## config.mk

```make
export PLATFORM = sky130hd
export DESIGN_NAME = res_regs
export DESIGN_NICKNAME = d
export VERILOG_FILES = /design/src/hdl/res_pkg.sv /design/src/hdl/res_regs.sv
export SDC_FILE = /design/constraint.sdc
export NUM_CORES = 1
export LEC_CHECK = 0
export ABC_AREA = 1
export BUFFER_PORTS_ARGS = -buffer_cell sky130_fd_sc_hd__buf_4
export CORE_ASPECT_RATIO = 0.8
export CORE_MARGIN = 2
export CORE_UTILIZATION = 48
export CTS_BUF_LIST = sky130_fd_sc_hd__clkbuf_4 sky130_fd_sc_hd__clkbuf_8 sky130_fd_sc_hd__clkbuf_16
export CTS_CLUSTER_DIAMETER = 120
export DETAILED_ROUTE_END_ITERATION = 10
export MAX_ROUTING_LAYER = met4
export PLACE_DENSITY = 0.8
export SETUP_SLACK_MARGIN = 0.3
export SYNTH_ARGS = -nofsm -noshare
export SYNTH_HDL_FRONTEND = slang
export SYNTH_SLANG_ARGS = --single-unit
```

## constraint.sdc

```tcl
create_clock -name core_clk_in -period 0.98 [get_ports core_clk_in]
set_input_delay 0.294 -clock core_clk_in [delete_from_list [all_inputs] [get_ports core_clk_in]]
set_output_delay 0.294 -clock core_clk_in [all_outputs]
set_load 0.02 [all_outputs]
```

## src/hdl/res_pkg.sv

```systemverilog
// package for the rail enable and sequence register bank
package res_pkg;
    localparam int ADDR_W = 8;
    localparam int DATA_W = 8;
    localparam logic [7:0] OFF_RAIL_ENABLE = 8'h16;
    localparam logic [7:0] OFF_LOCKOUT = 8'h18;
    localparam logic [7:0] OFF_STEPS_ONE = 8'h19;
    localparam logic [7:0] OFF_STEPS_TWO = 8'h1a;
    localparam logic [7:0] RST_RAIL_ENABLE = 8'h00;
    localparam logic [7:0] RST_LOCKOUT = 8'h03;
    localparam logic [7:0] RST_STEPS_ONE = 8'h15;
    localparam logic [7:0] RST_STEPS_TWO = 8'h5f;
    localparam logic [7:0] MASK_RAIL_ENABLE = 8'h7f;
    localparam logic [7:0] MASK_LOCKOUT = 8'h07;
    localparam logic [7:0] MASK_STEPS_ONE = 8'h77;
    localparam logic [7:0] MASK_STEPS_TWO = 8'h7f;
    localparam int BIT_SW1 = 6;
    localparam int BIT_SW2 = 5;
    localparam int BIT_BUCK1 = 4;
    localparam int BIT_BUCK2 = 3;
    localparam int BIT_BUCK3 = 2;
    localparam int BIT_REG1 = 1;
    localparam int BIT_REG2 = 0;
    localparam int STEP_HI_LSB = 4;
    localparam int STEP_LO_LSB = 0;
    localparam logic [2:0] STEP3_OFF = 3'h0;
    localparam logic [2:0] STEP3_CAP = 3'h6;
    localparam logic [3:0] STEP4_OFF = 4'h0;
    localparam logic [3:0] STEP4_MAX_LOW = 4'h7;
    localparam logic [3:0] STEP4_SLOT14 = 4'he;
    localparam logic [3:0] STEP4_SLOT15 = 4'hf;
    localparam logic [3:0] SLOT_NONE = 4'h0;

    typedef struct packed {
        logic [ADDR_W-1:0] addr;
        logic [DATA_W-1:0] wdata;
        logic wr;
        logic rd;
        logic wr_auth;
    } res_bus_t;

    typedef struct packed {
        logic switch_one;
        logic switch_two;
        logic buck_one;
        logic buck_two;
        logic buck_three;
        logic regulator_one;
        logic regulator_two;
    } res_rails_t;

    typedef struct packed {
        logic [3:0] buck_one;
        logic [3:0] buck_two;
        logic [3:0] buck_three;
        logic [3:0] regulator_one;
    } res_slots_t;
endpackage

```

## src/hdl/res_regs.sv

```systemverilog
// rail enable, lockout level and sequencer step register bank
// Functional notes
// - protected registers change only through an authorised protected write
// - rail enable at 0x16 resets 0x00, bits 6..0 enable seven rails
// - switch one turns on only while power request pin is high
// - switch two turns on only while power request pin is high
// - buck converters enabled only while power request pin is high
// - rail enable bit 7 is read-only zero
// - lockout at 0x18 resets 0x03, two-bit field selects threshold level
// - lockout bits 7..3 read zero, bit 2 is plain read/write
// - a zero step field leaves the rail outside sequencer control
// - bits 7 and 3 of 0x19 read as zero
// - 0x1a holds buck three step 6..4, regulator one step 3..0
// - buck three step seven also maps to slot six
// - regulator one codes 8,9 uncontrolled, 10-13 reserved, 14 and 15 slots
`timescale 1ns/1ps
module res_regs
    import res_pkg::*;
#(
    parameter logic [7:0] STEPS_ONE_RESET = RST_STEPS_ONE,
    parameter logic [7:0] STEPS_TWO_RESET = RST_STEPS_TWO
) (
    input wire logic core_clk_in,
    input wire logic rstn_in,
    input wire logic clk_en_in,
    input wire res_bus_t bus_in,
    input wire logic power_request_pin_in,
    output res_rails_t rail_on_out,
    output logic [1:0] lockout_level_field_out,
    output res_slots_t rail_slot_out,
    output logic [DATA_W-1:0] rdata_out
);

    // ==========================================================
    // register storage
    logic [7:0] rail_enable;
    logic [7:0] lockout_threshold;
    logic [7:0] sequence_steps_one;
    logic [7:0] sequence_steps_two;
    logic [7:0] next_rail_enable;
    logic [7:0] next_lockout_threshold;
    logic [7:0] next_sequence_steps_one;
    logic [7:0] next_sequence_steps_two;
    logic do_wr;

    always_comb begin
        do_wr = bus_in.wr && bus_in.wr_auth;
        next_rail_enable = rail_enable;
        next_lockout_threshold = lockout_threshold;
        next_sequence_steps_one = sequence_steps_one;
        next_sequence_steps_two = sequence_steps_two;
        if (do_wr) begin
            unique case (bus_in.addr)
                OFF_RAIL_ENABLE: begin
                    next_rail_enable = bus_in.wdata & MASK_RAIL_ENABLE;
                end
                OFF_LOCKOUT: begin
                    next_lockout_threshold = bus_in.wdata & MASK_LOCKOUT;
                end
                OFF_STEPS_ONE: begin
                    next_sequence_steps_one = bus_in.wdata & MASK_STEPS_ONE;
                end
                OFF_STEPS_TWO: begin
                    next_sequence_steps_two = bus_in.wdata & MASK_STEPS_TWO;
                end
                default: begin
                    next_rail_enable = rail_enable;
                end
            endcase
        end
    end

    always_ff @(posedge core_clk_in or negedge rstn_in) begin
        if (!rstn_in) begin
            rail_enable <= RST_RAIL_ENABLE;
            lockout_threshold <= RST_LOCKOUT;
            sequence_steps_one <= STEPS_ONE_RESET & MASK_STEPS_ONE;
            sequence_steps_two <= STEPS_TWO_RESET & MASK_STEPS_TWO;
        end else if (clk_en_in) begin
            rail_enable <= next_rail_enable;
            lockout_threshold <= next_lockout_threshold;
            sequence_steps_one <= next_sequence_steps_one;
            sequence_steps_two <= next_sequence_steps_two;
        end
    end

    // ==========================================================
    // read data, valid one cycle after the read strobe
    logic [7:0] next_rdata;

    always_comb begin
        next_rdata = 8'h00;
        if (bus_in.rd) begin
            unique case (bus_in.addr)
                OFF_RAIL_ENABLE: next_rdata = rail_enable;
                OFF_LOCKOUT: next_rdata = lockout_threshold;
                OFF_STEPS_ONE: next_rdata = sequence_steps_one;
                OFF_STEPS_TWO: next_rdata = sequence_steps_two;
                default: next_rdata = 8'h00;
            endcase
        end
    end

    always_ff @(posedge core_clk_in or negedge rstn_in) begin
        if (!rstn_in) begin
            rdata_out <= 8'h00;
        end else if (clk_en_in) begin
            rdata_out <= next_rdata;
        end
    end

    // ==========================================================
    // step field decode into sequence slots
    function automatic logic [3:0] slot3(input logic [2:0] code, input logic cap);
        logic [3:0] s;
        s = {1'b0, code};
        if (code == STEP3_OFF) begin
            s = SLOT_NONE;
        end else if (cap && code > STEP3_CAP) begin
            s = {1'b0, STEP3_CAP};
        end
        return s;
    endfunction

    function automatic logic [3:0] slot4(input logic [3:0] code);
        logic [3:0] s;
        s = SLOT_NONE;
        if (code <= STEP4_MAX_LOW) begin
            s = code;
        end else if (code == STEP4_SLOT14 || code == STEP4_SLOT15) begin
            s = code;
        end
        return s;
    endfunction

    // ==========================================================
    // rail gating and registered outputs
    localparam int RAIL_N = 7;
    localparam logic [RAIL_N-1:0] PIN_GATED = 7'h7c;
    logic [RAIL_N-1:0] next_rail_vec;
    res_rails_t next_rail_on;
    res_slots_t next_slot;
    logic [1:0] next_level;

    // switches and bucks follow the power request pin, regulators do not
    for (genvar g = 0; g < RAIL_N; g++) begin : g_rail
        assign next_rail_vec[g] = PIN_GATED[g]
            ? (rail_enable[g] && power_request_pin_in) : rail_enable[g];
    end

    always_comb begin
        next_rail_on = res_rails_t'(next_rail_vec);
        next_level = lockout_threshold[1:0];
        next_slot.buck_one = slot3(sequence_steps_one[STEP_HI_LSB +: 3], 1'b0);
        next_slot.buck_two = slot3(sequence_steps_one[STEP_LO_LSB +: 3], 1'b0);
        next_slot.buck_three = slot3(sequence_steps_two[STEP_HI_LSB +: 3], 1'b1);
        next_slot.regulator_one = slot4(sequence_steps_two[STEP_LO_LSB +: 4]);
    end

    always_ff @(posedge core_clk_in or negedge rstn_in) begin
        if (!rstn_in) begin
            rail_on_out <= '0;
            lockout_level_field_out <= RST_LOCKOUT[1:0];
            rail_slot_out <= '0;
        end else if (clk_en_in) begin
            rail_on_out <= next_rail_on;
            lockout_level_field_out <= next_level;
            rail_slot_out <= next_slot;
        end
    end

endmodule

```

==> flow_summary.json <==
{
  "die_x_um": 83.3,
  "fin_area_mm2": 0.00375,
  "synth.distinct_cells": 23,
  "overflow": 0,
  "wl_mm": 6.83,
  "critPathTopFamily": "flip-flops",
  "ys_seq_elements": 52,
  "place_area_mm2": 0.00305,
  "cp.arrival_ns": 0.98,
  "crit_fanout": 2,
  "row_count": 23,
  "post-route-drc-count": 0,
  "vias": 2231,
  "finalHoldViolCount": 39,
  "slowest_stage": "dfstp_2",
  "avgSynthCellArea_um2": 8.38,
  "period_needed_ns": 1.28,
  "dp_hpwl_mm": 4.25,
  "synth_top_area_frac": 0.404,
  "path_buf_inv": 1,
  "nNetsFinal": 390,
  "leakage_nw": 1.80,
  "grt_first_pass_wirelength_mm": 10.8,
  "layout_setup_ws_ns": -0.297,
  "start_util": 0.491,
  "maxCapViolations": 0,
  "seq_area_frac_synth": 0.546,
  "synth-edff-count": 0,
  "root_buffer": "clkbuf_8",
  "cts_buffer_depth": 2,
  "drive_gt1_frac": 0.592,
  "path_cells": "buf_6",
  "crit_type": "reg -> out",
  "synth_largest_area_cell": "dfrtp_1",
  "dp_worst_setup_slack_ns": -0.556,
  "grt_usage": 0.257,
  "ir_drop_v": 0.000832,
  "die_y_um": 67.4,
  "ant_nets": 0,
  "antenna_found_initial": 0,
  "drt_first_iter_violations": 142,
  "clk_pin_slew_ns": 0.09,
  "slowest_delay_ns": 0.55,
  "grt_max_degree": 53,
  "start_kind": "flop",
  "synth_cells": 288,
  "htree_levels": 2,
  "yosys-top-cells-area": "dfrtp_1 40%, nand2_1 18%, dfstp_2 14%",
  "clock_skew_ns": 0.00541,
  "first_global_vias": 2238,
  "rsz0062_at_grt": "true",
  "required_ns": 0.69,
  "report.final.slew_viol_count": 0,
  "fmax_ghz": 0.783,
  "via_per_inst": 5.19,
  "yosysWarnings": 0,
  "cts_made_buffers": 5,
  "finalSetupViolCount": 58,
  "clk-insertion-delay-late_ns": 0.32,
  "gp_congestion": 0.929,
  "min_period_over_period": 1.30,
  "portBuffers": 50,
  "violations": "hold timing, setup timing",
  "core_mm2": 0.00492,
  "status": "finished, violations left",
  "antenna_cells": 0,
  "endpoint_kind": "output pin",
  "hold_class": "in -> async",
  "synthArstFlopShare": 1.00,
  "fill_cells": 324,
  "whs_ns": -0.0522,
  "p_per_area_mw_per_mm2": 1110,
  "synth_area_mm2": 0.00241,
  "dr.pass1.iters": 4,
  "cts_tree": "built",
  "post-route-util": 0.762,
  "wire_per_inst_um": 15.9,
  "syn2layout_area_growth_pct": 55.3,
  "dieArea_mm2": 0.00562,
  "cts.sinks": 52,
  "io_pins": 56,
  "synth-main-ff-cell": "dfrtp_1"
}
-- area by class of cell --
class,instances,area [um^2],area share
multi-input combinational,200,1240,0.331
sequential,52,1350,0.360
timing repair buffer,82,842,0.224
tap,62,77.6,0.0207
clock inverter,1,7.51,0.00200
clock buffer,7,90.1,0.0240
inverter,26,141,0.0377
-- per-stage QoR --
stage	total power, mW	cells	setup TNS, ns
6_report	4.17	430	-8.51
5_1_grt	4.33	430	-11.08
4_1_cts	4.15	427	-7.92
3_5_place_dp	2.76	410	-15.17
3_3_place_gp	2.75	410	-13.97
2_1_floorplan	2.54	291	-6.91
-- synthesized netlist by cell type, types with 2 or more instances --
cell      count
o21ai_2       3
o21a_1        5
nor2_2        4
nand2_1     114
nand2_2       2
o31ai_1       2
a21oi_2       4
nor2_4        3
nor2_1        8
buf_4         6
dfrtp_1      39
buf_2         2
o21ai_0      21
dfstp_2      13
inv_1        25
nand3_1      27
clkbuf_1      4
-- worst paths after layout --
kind	slack [ns]	cells past startpoint	endpoint	startpoint
max	-0.30	1	lockout_level_field_out[1]	lockout_level_field_out[1]
min	-0.05	2	rail_slot_out[12]	rstn_in
max reg2reg	-0.09	6	rdata_out[0]	lockout_threshold[0]
min reg2reg	0.48	2	sequence_steps_one[4]	sequence_steps_one[4]
max in group asynchronous	0.75	2	sequence_steps_two[2]	rstn_in
min in group core_clk_in	0.20	3	lockout_threshold[1]	bus_in[4]
-- state kept, by name (all words and copies together) (netlist names) --
register,flops
rail_on_out,7
lockout_level_field_out,2
rdata_out,7
rail_slot_out,13
lockout_threshold,3
rail_enable,7
sequence_steps_two,7
sequence_steps_one,6
-- logic make-up after synthesis --
logic type	synth area share
and+or+nand+nor	0.282
DFF	0.546
buffers and inverters	0.0803
AOI/OAI and AO/OA	0.0907
other	0.00155
-- power breakdown --
group	switching (mW)	internal (mW)	leakage, nW
Combinational	0.341	0.247	1.14
Sequential	0.0495	2.22	0.609
Clock	0.713	0.603	0.0479
Total	1.10	3.07	1.80
-- routing by layer --
layer / part of all wire / global-route usage / vias up
li1: - / - / 1056
met1: 0.42 / 0.320 / 1067
met2: 0.49 / 0.421 / 90
met3: 0.065 / 0.0538 / 18
met4: 0.025 / 0.102 / 0
met5: 0 / - / -
-- repair_timing --
| item | CTS | global route |
|---|---|---|
| endpoints found under the setup margin | 81 | 79 |
| pin swaps | 27 | 32 |
| setup buffers | 7 | 3 |
| resized for setup | 111 | 44 |
| endpoints found under the hold margin | 39 | 39 |
| gates cloned | 2 | 0 |
-- cell usage in the layout (no fill, tap or decap), types with 4 or more instances in the layout --
master | synthesis | final
nand2_1 | 114 | 84
buf_6 | 1 | 49
clkbuf_8 | 0 | 6
nand2_4 | 0 | 10
inv_2 | 1 | 8
nor2_4 | 3 | 16
dfstp_2 | 13 | 13
buf_4 | 6 | 28
o21ai_2 | 3 | 12
nand3_2 | 1 | 6
conb_1 | 1 | 4
inv_1 | 25 | 12
dfrtp_2 | 0 | 27
o21a_1 | 5 | 5
buf_8 | 1 | 4
dfrtp_1 | 39 | 12
nand2_2 | 2 | 20
o21ai_1 | 0 | 10
a21oi_2 | 4 | 4
nand3_1 | 27 | 22
Note: power is estimated with default switching activity, not from simulation.
